--- src/design/sstsup_pkg.sv ---
package sstsup_pkg;

   // Clock and time figures
   localparam int unsigned CLK_HZ        = 20_000_000;
   localparam int unsigned MS_CYC        = CLK_HZ / 1000;
   localparam int unsigned HOLD_ENTER_MS = 2000;
   localparam int unsigned HOLD_NEXT_MS  = 1000;
   localparam int unsigned LOCKOUT_MS    = 10000;
   localparam int unsigned STEP_MS       = 100;
   localparam int unsigned BRAKE_MS      = 50;

   localparam logic [25:0] HOLD_ENTER_CYC_DEF = 26'(HOLD_ENTER_MS * MS_CYC);
   localparam logic [25:0] HOLD_NEXT_CYC_DEF  = 26'(HOLD_NEXT_MS * MS_CYC);
   localparam logic [27:0] LOCKOUT_CYC_DEF    = 28'(LOCKOUT_MS * MS_CYC);
   localparam logic [20:0] STEP_CYC_DEF       = 21'(STEP_MS * MS_CYC);
   localparam logic [27:0] BRAKE_CYC_DEF      = 28'(BRAKE_MS * MS_CYC);

   // Register offsets
   localparam logic [7:0] ADDR_CTRL     = 8'h00;
   localparam logic [7:0] ADDR_DURATION = 8'h04;
   localparam logic [7:0] ADDR_LEVEL    = 8'h08;
   localparam logic [7:0] ADDR_STATUS   = 8'h0c;
   localparam logic [7:0] ADDR_IRQ_STAT = 8'h10;
   localparam logic [7:0] ADDR_IRQ_CLR  = 8'h14;
   localparam logic [7:0] ADDR_IRQ_EN   = 8'h18;

   // Field positions and limits
   localparam int unsigned CTRL_ENABLE_BIT = 0;
   localparam int unsigned STAT_MENU_LSB   = 4;
   localparam int unsigned STAT_RUN_LSB    = 8;
   localparam int unsigned STAT_SPEED_LSB  = 16;
   localparam logic [6:0]  DUR_MAX         = 7'h63;
   localparam logic [3:0]  LEVEL_MAX       = 4'h9;
   localparam logic [6:0]  FULL_PCT        = 7'h64;

   // Reset values
   localparam logic       ENABLE_RST   = 1'b1;
   localparam logic [6:0] DURATION_RST = 7'h00;
   localparam logic [3:0] LEVEL_RST    = 4'h0;

   // Fault codes shown on the display
   localparam logic [3:0] CODE_NONE             = 4'h0;
   localparam logic [3:0] UNDERVOLTAGE_CODE     = 4'h3;
   localparam logic [3:0] OVERTEMP_CODE         = 4'h4;
   localparam logic [3:0] STALL_CODE            = 4'h5;
   localparam logic [3:0] PUSH_PLATE_CODE       = 4'h7;
   localparam logic [3:0] BRAKE_FAULT_CODE      = 4'h8;
   localparam logic [3:0] MEMORY_FAULT_CODE     = 4'h9;

   // Interrupt bits
   localparam int unsigned IRQ_W       = 4;
   localparam int unsigned IRQ_FAULT   = 0;
   localparam int unsigned IRQ_RECOVER = 1;
   localparam int unsigned IRQ_START   = 2;
   localparam int unsigned IRQ_MENU    = 3;

   typedef enum logic [2:0] {RUN_IDLE, RUN_ACTIVE, RUN_BRAKE, RUN_FLT_TIMED,
                             RUN_FLT_WAIT} sstsup_run_e;
   typedef enum logic [1:0] {MENU_NORMAL, MENU_DURATION, MENU_SPEED} sstsup_menu_e;
   typedef enum logic [2:0] {DISP_LEVEL, DISP_NO_SLOW, DISP_DURATION_MENU,
                             DISP_SPEED_MENU, DISP_FAULT} sstsup_disp_e;

   // Reduced speed levels span 30 to 90 percent
   function automatic logic [6:0] level_pct(input logic [3:0] lvl);
      logic [6:0] p;
      p = FULL_PCT;
      case (lvl)
         4'h1: p = 7'h1e;
         4'h2: p = 7'h25;
         4'h3: p = 7'h2d;
         4'h4: p = 7'h34;
         4'h5: p = 7'h3c;
         4'h6: p = 7'h43;
         4'h7: p = 7'h4b;
         4'h8: p = 7'h52;
         4'h9: p = 7'h5a;
         default: p = FULL_PCT;
      endcase
      return p;
   endfunction

endpackage

--- src/design/sstsup_top.sv ---
`timescale 1ns/1ps
module sstsup_top #(
   parameter logic [25:0] HOLD_ENTER_CYC = sstsup_pkg::HOLD_ENTER_CYC_DEF,
   parameter logic [25:0] HOLD_NEXT_CYC  = sstsup_pkg::HOLD_NEXT_CYC_DEF,
   parameter logic [27:0] LOCKOUT_CYC    = sstsup_pkg::LOCKOUT_CYC_DEF,
   parameter logic [20:0] STEP_CYC       = sstsup_pkg::STEP_CYC_DEF,
   parameter logic [27:0] BRAKE_CYC      = sstsup_pkg::BRAKE_CYC_DEF
) (
   input  wire logic                     mclk,
   input  wire logic                     rst_n,
   input  wire logic [7:0]               bus_addr,
   input  wire logic [31:0]              bus_wdata,
   input  wire logic                     bus_wr,
   input  wire logic                     bus_rd,
   output logic      [31:0]              bus_rdata,
   output logic                          irq,
   input  wire logic                     trigger_in,
   input  wire logic                     push_plate_rev,
   input  wire logic                     brake_sig_in,
   input  wire logic                     undervolt_in,
   input  wire logic                     overtemp_in,
   input  wire logic                     stall_in,
   input  wire logic                     mem_fail_in,
   input  wire logic                     btn_up,
   input  wire logic                     btn_down,
   output logic                          run_relay,
   output logic                          brake_relay,
   output logic                          reverse_relay,
   output logic                          motor_en,
   output logic                          motor_rev,
   output logic      [6:0]               speed_pct,
   output sstsup_pkg::sstsup_disp_e      disp_mode,
   output logic      [6:0]               disp_value
);
   import sstsup_pkg::*;

   typedef struct packed {
      sstsup_run_e       run;
      sstsup_menu_e      menu;
      logic [3:0]        fault_code;
      logic              dir_at_start;
      logic              trig_prev;
      logic              up_prev;
      logic              dn_prev;
      logic              hold_armed;
      logic [25:0]       hold_cnt;
      logic [27:0]       lock_cnt;
      logic [20:0]       tick_cnt;
      logic [6:0]        elapsed;
      logic [6:0]        duration;
      logic [3:0]        level;
      logic              enable;
      logic [IRQ_W-1:0]  irq_stat;
      logic [IRQ_W-1:0]  irq_en;
      logic [31:0]       rdata;
      logic              run_o;
      logic              brake_o;
      logic              rev_o;
      logic [6:0]        speed_o;
      sstsup_disp_e      disp_o;
      logic [6:0]        dval_o;
   } sstsup_state_s;

   sstsup_state_s s_r;
   sstsup_state_s s_nxt;

   always_comb
   begin
      logic [IRQ_W-1:0] ev;
      logic [3:0]       tcode;
      logic             start_req;
      logic             both;
      logic             up_press;
      logic             dn_press;
      logic [25:0]      hold_thr;
      logic [31:0]      rd;
      ev        = '0;
      tcode     = CODE_NONE;
      s_nxt     = s_r;
      start_req = trigger_in && !s_r.trig_prev;
      both      = btn_up && btn_down;
      up_press  = btn_up && !s_r.up_prev && !btn_down;
      dn_press  = btn_down && !s_r.dn_prev && !btn_up;
      hold_thr  = (s_r.menu == MENU_NORMAL) ? HOLD_ENTER_CYC : HOLD_NEXT_CYC;
      rd        = 32'h0000_0000;

      s_nxt.trig_prev = trigger_in;
      s_nxt.up_prev   = btn_up;
      s_nxt.dn_prev   = btn_down;

      // Timed faults, highest priority first
      if (undervolt_in)
         tcode = UNDERVOLTAGE_CODE;
      else if (overtemp_in)
         tcode = OVERTEMP_CODE;
      else if (stall_in && s_r.run == RUN_ACTIVE)
         tcode = STALL_CODE;
      else if (mem_fail_in)
         tcode = MEMORY_FAULT_CODE;

      case (s_r.run)
         RUN_IDLE:
         begin
            if (tcode != CODE_NONE)
            begin
               s_nxt.run        = RUN_FLT_TIMED;
               s_nxt.fault_code = tcode;
               s_nxt.lock_cnt   = '0;
               ev[IRQ_FAULT]    = 1'b1;
            end
            else if (start_req && brake_sig_in)
            begin
               s_nxt.run        = RUN_FLT_WAIT;
               s_nxt.fault_code = BRAKE_FAULT_CODE;
               ev[IRQ_FAULT]    = 1'b1;
            end
            else if (start_req && s_r.enable)
            begin
               s_nxt.run          = RUN_ACTIVE;
               s_nxt.dir_at_start = push_plate_rev;
               s_nxt.tick_cnt     = '0;
               s_nxt.elapsed      = '0;
               ev[IRQ_START]      = 1'b1;
            end
         end
         RUN_ACTIVE:
         begin
            if (tcode != CODE_NONE)
            begin
               s_nxt.run        = RUN_FLT_TIMED;
               s_nxt.fault_code = tcode;
               s_nxt.lock_cnt   = '0;
               ev[IRQ_FAULT]    = 1'b1;
            end
            else if (push_plate_rev != s_r.dir_at_start)
            begin
               s_nxt.run        = RUN_FLT_WAIT;
               s_nxt.fault_code = PUSH_PLATE_CODE;
               ev[IRQ_FAULT]    = 1'b1;
            end
            else if (!trigger_in || !s_r.enable)
            begin
               s_nxt.run      = RUN_BRAKE;
               s_nxt.lock_cnt = '0;
            end
            else if (s_r.elapsed < s_r.duration)
            begin
               // Tenth-second ticks pace the slow-start window
               if (s_r.tick_cnt == STEP_CYC - 21'h1)
               begin
                  s_nxt.tick_cnt = '0;
                  s_nxt.elapsed  = s_r.elapsed + 7'h1;
               end
               else
                  s_nxt.tick_cnt = s_r.tick_cnt + 21'h1;
            end
         end
         RUN_BRAKE:
         begin
            if (tcode != CODE_NONE)
            begin
               s_nxt.run        = RUN_FLT_TIMED;
               s_nxt.fault_code = tcode;
               s_nxt.lock_cnt   = '0;
               ev[IRQ_FAULT]    = 1'b1;
            end
            else if (s_r.lock_cnt == BRAKE_CYC - 28'h1)
               s_nxt.run = RUN_IDLE;
            else
               s_nxt.lock_cnt = s_r.lock_cnt + 28'h1;
         end
         RUN_FLT_TIMED:
         begin
            // Lockout runs its full length even if the cause is gone early
            if (s_r.lock_cnt == LOCKOUT_CYC - 28'h1)
            begin
               s_nxt.run        = RUN_IDLE;
               s_nxt.fault_code = CODE_NONE;
               ev[IRQ_RECOVER]  = 1'b1;
            end
            else
               s_nxt.lock_cnt = s_r.lock_cnt + 28'h1;
         end
         RUN_FLT_WAIT:
         begin
            if ((s_r.fault_code == PUSH_PLATE_CODE && push_plate_rev == s_r.dir_at_start)
                || (s_r.fault_code == BRAKE_FAULT_CODE && !brake_sig_in))
            begin
               s_nxt.run        = RUN_IDLE;
               s_nxt.fault_code = CODE_NONE;
               ev[IRQ_RECOVER]  = 1'b1;
            end
         end
         default:
         begin
            s_nxt.run        = RUN_IDLE;
            s_nxt.fault_code = CODE_NONE;
         end
      endcase

      // Two-button hold walks the menus; release rearms it
      if (!both)
      begin
         s_nxt.hold_cnt   = '0;
         s_nxt.hold_armed = 1'b1;
      end
      else if (s_r.hold_armed)
      begin
         if (s_r.hold_cnt == hold_thr - 26'h1)
         begin
            s_nxt.hold_cnt   = '0;
            s_nxt.hold_armed = 1'b0;
            ev[IRQ_MENU]     = 1'b1;
            case (s_r.menu)
               MENU_NORMAL:   s_nxt.menu = MENU_DURATION;
               MENU_DURATION: s_nxt.menu = MENU_SPEED;
               default:       s_nxt.menu = MENU_NORMAL;
            endcase
         end
         else
            s_nxt.hold_cnt = s_r.hold_cnt + 26'h1;
      end

      case (s_r.menu)
         MENU_DURATION:
         begin
            if (up_press && s_r.duration < DUR_MAX)
               s_nxt.duration = s_r.duration + 7'h1;
            else if (dn_press && s_r.duration != 7'h00)
               s_nxt.duration = s_r.duration - 7'h1;
         end
         MENU_SPEED:
         begin
            if (up_press && s_r.level < LEVEL_MAX)
               s_nxt.level = s_r.level + 4'h1;
            else if (dn_press && s_r.level != 4'h0)
               s_nxt.level = s_r.level - 4'h1;
         end
         default:
         begin
         end
      endcase

      // Bus writes override panel edits in the same cycle
      if (bus_wr)
      begin
         case (bus_addr)
            ADDR_CTRL:
               s_nxt.enable = bus_wdata[CTRL_ENABLE_BIT];
            ADDR_DURATION:
               s_nxt.duration = (bus_wdata[31:0] > 32'(DUR_MAX)) ? DUR_MAX
                                : bus_wdata[6:0];
            ADDR_LEVEL:
               s_nxt.level = (bus_wdata[31:0] > 32'(LEVEL_MAX)) ? LEVEL_MAX
                             : bus_wdata[3:0];
            ADDR_IRQ_EN:
               s_nxt.irq_en = bus_wdata[IRQ_W-1:0];
            default:
            begin
            end
         endcase
      end

      // New events win over a clear in the same cycle
      s_nxt.irq_stat = s_r.irq_stat;
      if (bus_wr && bus_addr == ADDR_IRQ_CLR)
         s_nxt.irq_stat = s_r.irq_stat & ~bus_wdata[IRQ_W-1:0];
      s_nxt.irq_stat = s_nxt.irq_stat | ev;

      if (bus_rd)
      begin
         case (bus_addr)
            ADDR_CTRL:     rd[CTRL_ENABLE_BIT] = s_r.enable;
            ADDR_DURATION: rd[6:0] = s_r.duration;
            ADDR_LEVEL:    rd[3:0] = s_r.level;
            ADDR_STATUS:
            begin
               rd[3:0]                  = s_r.fault_code;
               rd[STAT_MENU_LSB +: 2]   = s_r.menu;
               rd[STAT_RUN_LSB +: 3]    = s_r.run;
               rd[STAT_SPEED_LSB +: 7]  = s_r.speed_o;
            end
            ADDR_IRQ_STAT: rd[IRQ_W-1:0] = s_r.irq_stat;
            ADDR_IRQ_EN:   rd[IRQ_W-1:0] = s_r.irq_en;
            default:       rd = 32'h0000_0000;
         endcase
      end
      s_nxt.rdata = rd;

      // Registered outputs follow the next state
      s_nxt.run_o   = (s_nxt.run == RUN_ACTIVE);
      s_nxt.rev_o   = (s_nxt.run == RUN_ACTIVE) && s_nxt.dir_at_start;
      s_nxt.brake_o = (s_nxt.run == RUN_BRAKE) || (s_nxt.run == RUN_FLT_TIMED)
                      || (s_nxt.run == RUN_FLT_WAIT);
      if (s_nxt.run != RUN_ACTIVE)
         s_nxt.speed_o = 7'h00;
      else if (s_nxt.level != 4'h0 && s_nxt.elapsed < s_nxt.duration)
         s_nxt.speed_o = level_pct(s_nxt.level);
      else
         s_nxt.speed_o = FULL_PCT;

      if (s_nxt.fault_code != CODE_NONE)
      begin
         s_nxt.disp_o = DISP_FAULT;
         s_nxt.dval_o = {3'h0, s_nxt.fault_code};
      end
      else if (s_nxt.menu == MENU_DURATION)
      begin
         s_nxt.disp_o = DISP_DURATION_MENU;
         s_nxt.dval_o = s_nxt.duration;
      end
      else if (s_nxt.menu == MENU_SPEED)
      begin
         s_nxt.disp_o = DISP_SPEED_MENU;
         s_nxt.dval_o = {3'h0, s_nxt.level};
      end
      else if (s_nxt.level == 4'h0)
      begin
         s_nxt.disp_o = DISP_NO_SLOW;
         s_nxt.dval_o = 7'h00;
      end
      else
      begin
         s_nxt.disp_o = DISP_LEVEL;
         s_nxt.dval_o = {3'h0, s_nxt.level};
      end
   end

   always_ff @(posedge mclk or negedge rst_n)
   begin
      if (!rst_n)
      begin
         s_r            <= '0;
         s_r.run        <= RUN_IDLE;
         s_r.menu       <= MENU_NORMAL;
         s_r.fault_code <= CODE_NONE;
         s_r.hold_armed <= 1'b1;
         s_r.duration   <= DURATION_RST;
         s_r.level      <= LEVEL_RST;
         s_r.enable     <= ENABLE_RST;
         s_r.disp_o     <= DISP_NO_SLOW;
      end
      else
         s_r <= s_nxt;
   end

   assign bus_rdata     = s_r.rdata;
   assign irq           = |(s_r.irq_stat & s_r.irq_en);
   assign run_relay     = s_r.run_o;
   assign brake_relay   = s_r.brake_o;
   assign reverse_relay = s_r.rev_o;
   assign motor_en      = s_r.run_o;
   assign motor_rev     = s_r.rev_o;
   assign speed_pct     = s_r.speed_o;
   assign disp_mode     = s_r.disp_o;
   assign disp_value    = s_r.dval_o;

endmodule

--- config.mk ---
export PLATFORM = sky130hd
export DESIGN_NAME = sstsup_top
export DESIGN_NICKNAME = d
export VERILOG_FILES = /design/src/design/sstsup_pkg.sv /design/src/design/sstsup_top.sv
export SDC_FILE = /design/constraint.sdc
export NUM_CORES = 1
export LEC_CHECK = 0
export BUFFER_PORTS_ARGS = -buffer_cell sky130_fd_sc_hd__buf_2
export CAP_MARGIN = 10
export CORE_ASPECT_RATIO = 1.2
export CORE_MARGIN = 5
export CORE_UTILIZATION = 53
export CTS_CLUSTER_DIAMETER = 60
export DETAILED_ROUTE_END_ITERATION = 10
export GPL_TIMING_DRIVEN = 0
export PLACE_DENSITY = 0.75
export SYNTH_ARGS = -nofsm -noshare
export SYNTH_HDL_FRONTEND = slang
export SYNTH_SLANG_ARGS = --single-unit
--- constraint.sdc ---
create_clock -name mclk -period 3.5 [get_ports mclk]
set_input_delay 0.35 -clock mclk [delete_from_list [all_inputs] [get_ports mclk]]
set_output_delay 0.35 -clock mclk [all_outputs]
set_load 0.05 [all_outputs]
==> results of run 1 <==
-- where the power goes --
part	internal, mW	switching (mW)
clock	0.922	0.788
sequential	1.90	0.117
combinational	0.479	1.01
total	3.31	1.92
-- logic make-up (layout without fill, tap and decap cells) --
family                     count (synthesis)  count (layout)  share of synthesized area (%)
xor gates and xnor gates                  45              45                           4.40
other                                      1              15                         0.0419
buffers and inverters                    116             258                           7.25
and+or+nand+nor                          440             440                           25.8
adders and majority gates                 22              22                           3.08
muxes                                      8               8                          0.993
DFF                                      153             153                           42.8
AOI/OAI and AO/OA                        220             220                           15.6
-- area by class of cell --
cell class | count | share of cell area, %
Multi-Input combinational cell | 750 | 44.0
Sequential cell | 153 | 36.3
Timing Repair Buffer | 110 | 5.90
Buffer | 81 | 4.95
Clock buffer | 18 | 4.05
Tap cell | 216 | 2.55
Inverter | 35 | 1.24
Clock inverter | 14 | 1.09
-- worst register-to-register path, stage by stage, from the launching register on --
cell      delay (ns)
dfrtp_2         0.42
inv_2           0.09
ha_1            0.24
a211oi_2        0.25
o31ai_2         0.10
nor4_2          0.29
buf_4           0.16
buf_4           0.10
nand2_1         0.05
mux2_2          0.26
a22o_1          0.22
ha_4            0.29
o21a_1          0.14
nor2_1          0.06
o21a_1          0.17
a41o_4          0.28
and4_1          0.21
-- final timing paths --
| kind | start | endpoint | cells after the start |
|---|---|---|---|
| min in group asynchronous | rst_n | s_r[149] | 2 |
| min | trigger_in | s_r[157] | 1 |
| max reg2reg | s_r[66] | speed_pct[0] | 16 |
| max in group asynchronous | rst_n | s_r[67] | 3 |
| min reg2reg | s_r[131] | s_r[131] | 1 |
| max | s_r[66] | speed_pct[0] | 16 |
-- cell usage after synthesis, drive strengths merged (5+ instances only) --
cell,count,area (sq um)
mux2,7,78.8
a21o,5,45.0
inv,35,131
o21ai,87,439
nor2b,14,87.6
or3,6,47.5
nand3,46,230
nor3,24,125
nor2,109,422
nor4,24,208
nand4,22,138
buf,64,454
xnor2,27,236
nand2,98,368
a21oi,39,195
o31ai,12,90.1
and3,40,250
a31oi,11,75.1
nand2b,17,106
a22oi,13,103
clkbuf,17,63.8
dfrtp,150,3750
a22o,7,61.3
and4,7,61.3
o22ai,6,37.5
ha,22,275
nor4b,5,43.8
or2,6,40.0
xor2,18,158
-- stage by stage --
stage | instances | TNS (ns) | util, % | setup slack, ns
2_1_floorplan | 1019 | 0 | - | 0.0920
3_3_place_gp | 1327 | -31.51 | 58.2 | -0.505
3_5_place_dp | 1328 | -3.74 | 58.4 | -0.584
4_1_cts | 1366 | 0 | 62.1 | 0.0171
5_1_grt | 1377 | -0.154 | 63.3 | -0.0640
6_report | 1377 | 0 | 63.3 | 0.0737
-- registers in the layout, indices dropped and copies added (netlist names) --
register,cells
brake_relay,1
bus_rdata,17
disp_mode,3
disp_value,7
motor_en,1
motor_rev,1
s_r,116
speed_pct,7
-- metal layers --
| metal | vias up | share of wire (%) | GRT usage (%) |
|---|---|---|---|
| met5 | - | 0 | 0 |
| met1 | 3843 | 43 | 31.1 |
| met3 | 34 | 5.3 | 4.49 |
| met4 | 0 | 1.6 | 7.30 |
| met2 | 280 | 50 | 38.9 |
| li1 | 3832 | - | - |
-- repair_timing --
item | CTS | global route
hold buffers | 1 | 0
endpoints found under the hold margin | 53 | 0
buffers inserted | 5 | 11
resized for setup | 10 | 33
setup endpoints to repair | 7 | 8
pin swaps | 2 | 17
==> results.ini, run 1 <==
[critical_path]
path_max_fanout = 7
slowest_stage = dfrtp_2
worstPathRequired_ns = 3.82
worstSetupPathType = flip-flop to flip-flop
crit_chain = inv_2, ha_1, a211oi_2, o31ai_2, nor4_2, buf_4, buf_4, nand2_1, mux2_2, a22o_1, ha_4, o21a_1, nor2_1, o21a_1, a41o_4, and4_1
path_buf_inv = 3
critPathCaptureType = flip-flop
r2r_slack_ns = 0.07
cp-start-kind = flip-flop
cp_slowest_stage_delay_ns = 0.42
critical_path_arrival_ns = 3.75
critical_path.top_delay_family = compound AO/OA/AOI/OAI gates

[placed_design]
dpl-instance-area_sq_um = 9770
io_buffers = 92
gp_congestion = 0.939
post-dp-hpwl_um = 16000

[min_path]
hp-class = input pin to flip-flop

[timing]
worstMarginPinSlew_ns = 0.721
finalHoldViolCount = 0
setup_viol = 0
fin_hold_ws_ns = 0.0855
fmax_mhz = 292
finalMaxSlewViolations = 0
fin_worst_skew_ns = 0.0149
max_slew_margin_pct = 51.6
fin_crit_sh_pct = 97.9
layout_min_cycle_time_ns = 3.43

[power_and_ir_drop]
p_total_mw = 5.22
power_density_nw_per_um2 = 494
power_leakage_nw = 4.89
peakVddDrop_v = 0.000380

[yosys]
synth_edf_count = 0
syn_inst = 1005
synthFlopType = dfrtp_1
async_reset_ff_share_pct = 100
yosysSeqAreaShare_pct = 42.8
synth_cell_types = 80
syn_area_sq_um = 8950
ys_ff_latch = 153
syn_area_per_cell_sq_um = 8.91
synth_warnings = 0

[drt]
drtIter0Drc = 797
finalWirelength_um = 23000
vias = 7989
drt_pass1_iterations = 7
drc = 0
ant_nets = 0
wire_per_inst_um = 16.7
viasPerCell = 5.80

[floorplanning]
dieArea_sq_um = 19600
io_pins = 108
fp.dieW_um = 129
die_height_um = 152
initial_core_util_pct = 53.5
row_count = 52
fp.coreArea_sq_um = 16700

[cells_and_area]
nets = 1223
drive_gt1_share_pct = 22.7
mostFrequentLayoutCell = dfrtp_1
final_cell_area_sq_um = 10600
syn_to_final_growth_pct = 18.2
multi_input_area_sq_um = 4650
seq_area_sq_um = 3840
n_antenna_cell = 0
fill_cells = 1403
mostFrequentLayoutCells = 146 x dfrtp_1, 105 x nor2_1, 102 x buf_2

[clocking]
cts-root-buf = clkbuf_16
cts-buffers-inserted = 17
cts_tree = done
clk_pin_slew_ns = 0.07
cts_max_level = 4
clock-sinks = 153
insertion_delay_ns = 0.43
clk_path_buf_depth = 2

[flow_run]
max_cap_violations = 0

[grt]
grt_pass1_wl_um = 37700
grt-ovfl-total = 0
grt_usage_pct = 23.5
grt_pass1_vias = 7842
grt_max_degree = 99
grt_antenna_before_repair = 0

[run_status]
outcome = complete, no violations

Note: power is estimated with default switching activity, not from simulation.
==> run 2: changes to the inputs <==
Settings changed: CORE_UTILIZATION 53 to 55, PLACE_DENSITY 0.75 to 0.74.
Clock period 3.5 ns to 3.58 ns, I/O delays scaled along.
==> results.ini, run 2 (synthesized netlist as in run 1, its figures left out) <==
[critical_path]
r2r-end = speed_pct[6]
worstPathRequired_ns = 3.83  ; about the same
r2r_start = s_r[73]
worstSetupPathType = flip-flop to flip-flop
r2r_cells = 16  ; unchanged
critical_path_arrival_ns = 3.70  ; -0.05 ns
path_max_fanout = 7  ; unchanged
endpoint = speed_pct[6]
r2r_slack_ns = 0.13  ; +0.06 ns
cp-start-kind = flip-flop
startpoint = s_r[73]
critPathCaptureType = flip-flop

[cells_and_area]
nets = 1215  ; -0.65%
syn_to_final_growth_pct = 17.4
stdcell_count = 1366  ; -0.80%
top_register = s_r
mostFrequentLayoutCells = 146 x dfrtp_1, 105 x nor2_1, 103 x buf_2
largest_reg_flops = 116  ; unchanged
fill_cells = 1389  ; -1.0%
mostFrequentLayoutCell = dfrtp_1
drive_gt1_share_pct = 21.6  ; -1.1 points

[floorplanning]
dieArea_sq_um = 18900  ; -3.4%
die_height_um = 150  ; -1.7%
fp.coreArea_sq_um = 16100  ; -3.4%
initial_core_util_pct = 55.4  ; +1.9 points
row_count = 51  ; -1.9%
io_pins = 108  ; unchanged
fp.dieW_um = 126  ; -1.7%

[drt]
drtIter0Drc = 764  ; -4.1%
wire_per_inst_um = 15.9  ; -4.6%
drt_pass1_iterations = 6  ; -1
finalWirelength_um = 21700  ; -5.4%
viasPerCell = 5.74  ; -1.1%
vias = 7840  ; -1.9%
ant_nets = 0  ; unchanged
drc = 0  ; unchanged

[timing]
fin_worst_skew_ns = 0.0160  ; +0.00108 ns
fin_crit_sh_pct = 96.3  ; -1.6 points
fin_setup_tns_ns = 0  ; unchanged
worstMarginPinSlew_ns = 0.700  ; -0.0212 ns
finalHoldViolCount = 0  ; unchanged
finalMaxSlewViolations = 0  ; unchanged
fmax_mhz = 290  ; -0.61%
max_slew_margin_pct = 53.3  ; +1.7 points
layout_min_cycle_time_ns = 3.45  ; +0.0209 ns
grt_setup_unrepaired = true
setup_viol = 0  ; unchanged

[min_path]
hold_path.startpoint = trigger_in
hp-class = input pin to flip-flop

[power_and_ir_drop]
power_density_nw_per_um2 = 487  ; -1.4%
peakVddDrop_v = 0.000408  ; +7.4%
power_leakage_nw = 4.88  ; -0.28%

[grt]
grt-ovfl-total = 0  ; unchanged
grt_max_degree = 88  ; -11%
use_met2_pct = 38.6  ; -0.28 points
grt_usage_pct = 23.9  ; +0.43 points
use_met3_pct = 4.14  ; -0.35 points
grt_antenna_before_repair = 1  ; +1
grt_pass1_wl_um = 37100  ; -1.7%
use_met1_pct = 32.3  ; +1.3 points
busiest_layer = met2
grt_pass1_vias = 7715  ; -1.6%

[clocking]
clk_path_buf_depth = 2  ; unchanged
cts_tree = done
clock-sinks = 153  ; unchanged
clk_pin_slew_ns = 0.06  ; about the same
insertion_delay_ns = 0.43  ; about the same
cts_max_level = 4  ; unchanged
cts-buffers-inserted = 17  ; unchanged
cts-root-buf = clkbuf_16

[placed_design]
io_buffers = 92  ; unchanged
gp_congestion = 0.909  ; -3.1%
dp_cells = 1324  ; -0.30%
post-dp-hpwl_um = 15700  ; -1.7%

[flow_run]
max_cap_violations = 0  ; unchanged

[run_status]
outcome = complete, no violations

[run 2: cell count changes in the layout (fill, tap and decap cells not counted), sizes merged]
| cell | previous run | this run |
|---|---|---|
| buf | 173 | 165 |
| bufinv | 0 | 1 |
| diode | 0 | 1 |
| inv | 40 | 39 |
[run 2: stage by stage]
step                util (%)  power (mW)  hold slack [ns]  instance area [sq um]  worst slack (ns)
detailed placement      60.5        3.37            0.401                   9760            -0.504
finish                  65.1        5.12           0.0941                  10500             0.133
global route            65.1        5.41           0.0882                  10500           -0.0690
CTS                     64.4        5.12           0.0789                  10400            0.0413
floorplan                  -        2.98           0.0624                   9000             0.172
global placement        60.3        3.36            0.480                   9730            -0.422
[run 2: what timing repair did]
action                     CTS  global route
hold buffers                 1             0
pin swaps                    2             5
setup endpoints to repair    7            11
gates resized for setup      7            26
setup buffers                4             4
hold endpoints to repair    64             0
[run 2: how the worst min path moves through the flow]
stage                   to  slack, ns  depth (start not counted)
2_1_floorplan  brake_relay       0.06                          0
3_3_place_gp       s_r[85]       0.48                          1
3_5_place_dp      s_r[148]       0.40                          1
4_1_cts           s_r[157]       0.08                          1
5_1_grt           s_r[157]       0.09                          1
6_report          s_r[157]       0.09                          1
[run 2: cell type report]
cell class	count	area, sq um	area share, %
sequential	153	3840	36.5
tap	212	265	2.52
clock inverter	14	141	1.34
timing repair buffer	102	564	5.37
buffer	81	519	4.94
inverter	35	131	1.25
clock buffer	18	429	4.08
multi-input combinational	750	4620	44.0
antenna	1	2.50	0.0238
[run 2: worst max-delay path, stage by stage (launching register included)]
cell	delay [ns]
dfrtp_1	0.42
ha_1	0.30
a211oi_2	0.29
o31ai_4	0.10
nor4_4	0.30
buf_4	0.16
and4_4	0.24
nor2_1	0.05
o21ai_0	0.13
o21ai_1	0.11
ha_1	0.19
a21o_1	0.17
a21o_1	0.18
a21oi_2	0.18
o21a_1	0.16
a41o_4	0.16
a41oi_1	0.13
[run 2: per-layer routing]
| metal | vias up | routed length [um] |
|---|---|---|
| li1 | 3815 | - |
| met4 | 0 | 582 |
| met1 | 3702 | 9460 |
| met2 | 276 | 10500 |
| met3 | 47 | 1230 |
| met5 | - | 0 |
[run 2: report_power, final]
part	switching, mW	internal [mW]	leakage [nW]
clock network	0.759	0.972	0.272
logic	0.968	0.448	2.57
registers	0.107	1.86	2.03
total	1.83	3.28	4.88
==> run 3: changes to the inputs <==
Settings changed: CORE_UTILIZATION 55 to 59, PLACE_DENSITY 0.74 to 0.91.
==> results.ini, run 3 (synthesized netlist as in run 1, its figures left out) <==
[drt]
drtIter0Drc = 873  ; +14%
drc = 0  ; unchanged
finalWirelength_um = 24200  ; +11%
ant_nets = 0  ; unchanged
viasPerCell = 6.12  ; +6.6%
wire_per_inst_um = 17.7  ; +11%
drt_pass1_iterations = 6  ; unchanged
vias = 8366  ; +6.7%

[critical_path]
path_buf_inv = 1  ; unchanged
cp_slowest_stage_delay_ns = 0.46  ; +0.04 ns
crit_chain = ha_4, a211oi_4, o31ai_4, nor4_4, buf_4, and4_4, nor2_1, o21ai_1, o21ai_2, ha_1, a21o_1, a21o_1, a21oi_2, o21a_1, a41o_4, a41oi_1
critical_path.top_delay_family = compound AO/OA/AOI/OAI gates
critical_path_arrival_ns = 3.89  ; +0.19 ns
worstPathRequired_ns = 3.85  ; +0.02 ns
path_max_fanout = 7  ; unchanged
slowest_stage = dfrtp_2
cp-start-kind = flip-flop
cp_common_cell = a21o_1
worstSetupPathType = flip-flop to flip-flop
critPathCaptureType = flip-flop

[grt]
grt-ovfl-total = 0  ; unchanged
grt_pass1_vias = 8030  ; +4.1%
grt_antenna_before_repair = 0  ; -1
grt_usage_pct = 26.4  ; +2.5 points
grt_pass1_wl_um = 38200  ; +2.8%
grt_max_degree = 96  ; +9.1%

[cells_and_area]
mostFrequentLayoutCell = dfrtp_1
drive_gt1_share_pct = 23.5  ; +1.9 points
nets = 1226  ; +0.91%
largest_reg_flops = 116  ; unchanged
n_antenna_cell = 0  ; -1
top_register = s_r
mostFrequentLayoutCells = 143 x dfrtp_1, 104 x nor2_1, 102 x buf_2
fill_cells = 1096  ; -21%
syn_to_final_growth_pct = 19.2

[floorplanning]
die_height_um = 145  ; -3.2%
fp.coreArea_sq_um = 15000  ; -7.3%
fp.dieW_um = 122  ; -3.2%
dieArea_sq_um = 17700  ; -6.3%
initial_core_util_pct = 59.8  ; +4.4 points
io_pins = 108  ; unchanged
row_count = 49  ; -3.9%

[timing]
fin_setup_tns_ns = -0.0388  ; -0.0388 ns
fin_ws_ns = -0.0388  ; -0.172 ns
finalHoldViolCount = 0  ; unchanged
finalMaxSlewViolations = 0  ; unchanged
layout_min_cycle_time_ns = 3.62  ; +0.172 ns
fin_crit_sh_pct = 101  ; +4.8 points
fmax_mhz = 276  ; -4.7%
grt_setup_unrepaired = true
max_slew_margin_pct = 42.6  ; -11 points
worstMarginPinSlew_ns = 0.860  ; +0.160 ns
setup_viol = 1  ; +1
fin_worst_skew_ns = 0.00659  ; -0.00939 ns

[power_and_ir_drop]
switching_share_pct = 35.7  ; -0.13 points
peakVddDrop_v = 0.000433  ; +6.2%
sequentialPowerShare_pct = 37.7  ; -0.8 points
p_sw_mw = 1.88  ; +2.4%
clock_power_share_pct = 33.4  ; -0.4 points
power_leakage_nw = 4.93  ; +1.0%
power_density_nw_per_um2 = 493  ; +1.3%
internal_power_mw = 3.38  ; +3.0%
combPwrFrac_pct = 28.9  ; +1.2 points

[run_status]
outcome = complete, but fails checks
violations = negative setup slack

[clocking]
insertion_delay_ns = 0.44  ; about the same
cts-root-buf = clkbuf_16
clk_path_buf_depth = 2  ; unchanged
clock-sinks = 153  ; unchanged
cts-buffers-inserted = 17  ; unchanged
clk_pin_slew_ns = 0.06  ; about the same
cts_tree = done
cts_max_level = 4  ; unchanged

[flow_run]
max_cap_violations = 0  ; unchanged

[placed_design]
io_buffers = 92  ; unchanged
gp_congestion = 0.909  ; about the same
post-dp-hpwl_um = 15800  ; +0.20%
pre_cts_slack_ns = -0.467  ; +0.0367 ns

[min_path]
hp-class = input pin to async pin

==> run 3: final cells by class <==
class	instances	area [sq um]	share of cell area (%)
clock inverters	11	126	1.18
repair buffers	114	656	6.14
multi-input cells	750	4700	44.1
plain buffers	80	517	4.84
well taps	204	255	2.39
clock buffers	21	440	4.13
inverters	35	134	1.25
flip-flops and latches	153	3840	36.0
==> run 3: stage by stage <==
stage | hold WS, ns | power [mW] | instance area (sq um) | instances | utilization (%)
floorplan | 0.0624 | 2.98 | 9000 | 1019 | -
global placement | 0.475 | 3.33 | 9720 | 1315 | 65.0
detailed placement | 0.487 | 3.37 | 9750 | 1316 | 65.2
CTS | 0.0503 | 5.14 | 10400 | 1355 | 69.6
global route | 0.0985 | 5.48 | 10700 | 1368 | 71.3
finish | 0.00772 | 5.26 | 10700 | 1368 | 71.3
==> run 3: worst paths after layout <==
path	start	endpoint	slack (ns)	cells after the start
setup / recovery	s_r[73]	speed_pct[6]	-0.04	16
hold / removal	rst_n	bus_rdata[20]	0.008	1
setup reg to reg	s_r[73]	speed_pct[6]	-0.04	16
hold reg to reg	speed_pct[5]	bus_rdata[21]	0.52	1
max in group asynchronous	rst_n	s_r[73]	2.76	2
min in group mclk	trigger_in	s_r[157]	0.09	1
==> run 3: power groups by stage <==
stage          logic, mW  registers, mW  clock network [mW]
4_1_cts             1.41           1.97                1.76
2_1_floorplan      0.985           2.00                   0
3_5_place_dp        1.38           2.00                   0
5_1_grt             1.65           2.00                1.83
6_report            1.52           1.98                1.76
3_3_place_gp        1.34           1.99                   0
==> run 3: timing repair <==
item                                   CTS  global route
pin swaps                                2            18
buffers inserted                         7            15
endpoints found under the hold margin    0             0
setup endpoints to repair                7             8
hold buffers                             0             0
resized for setup                       11            43
==> run 3: routing by layer <==
metal	global-route usage [%]	share of wire [%]
met1	34.1	39
met2	43.7	49
met3	4.63	7.4
met4	10.5	4.1
met5	0	0
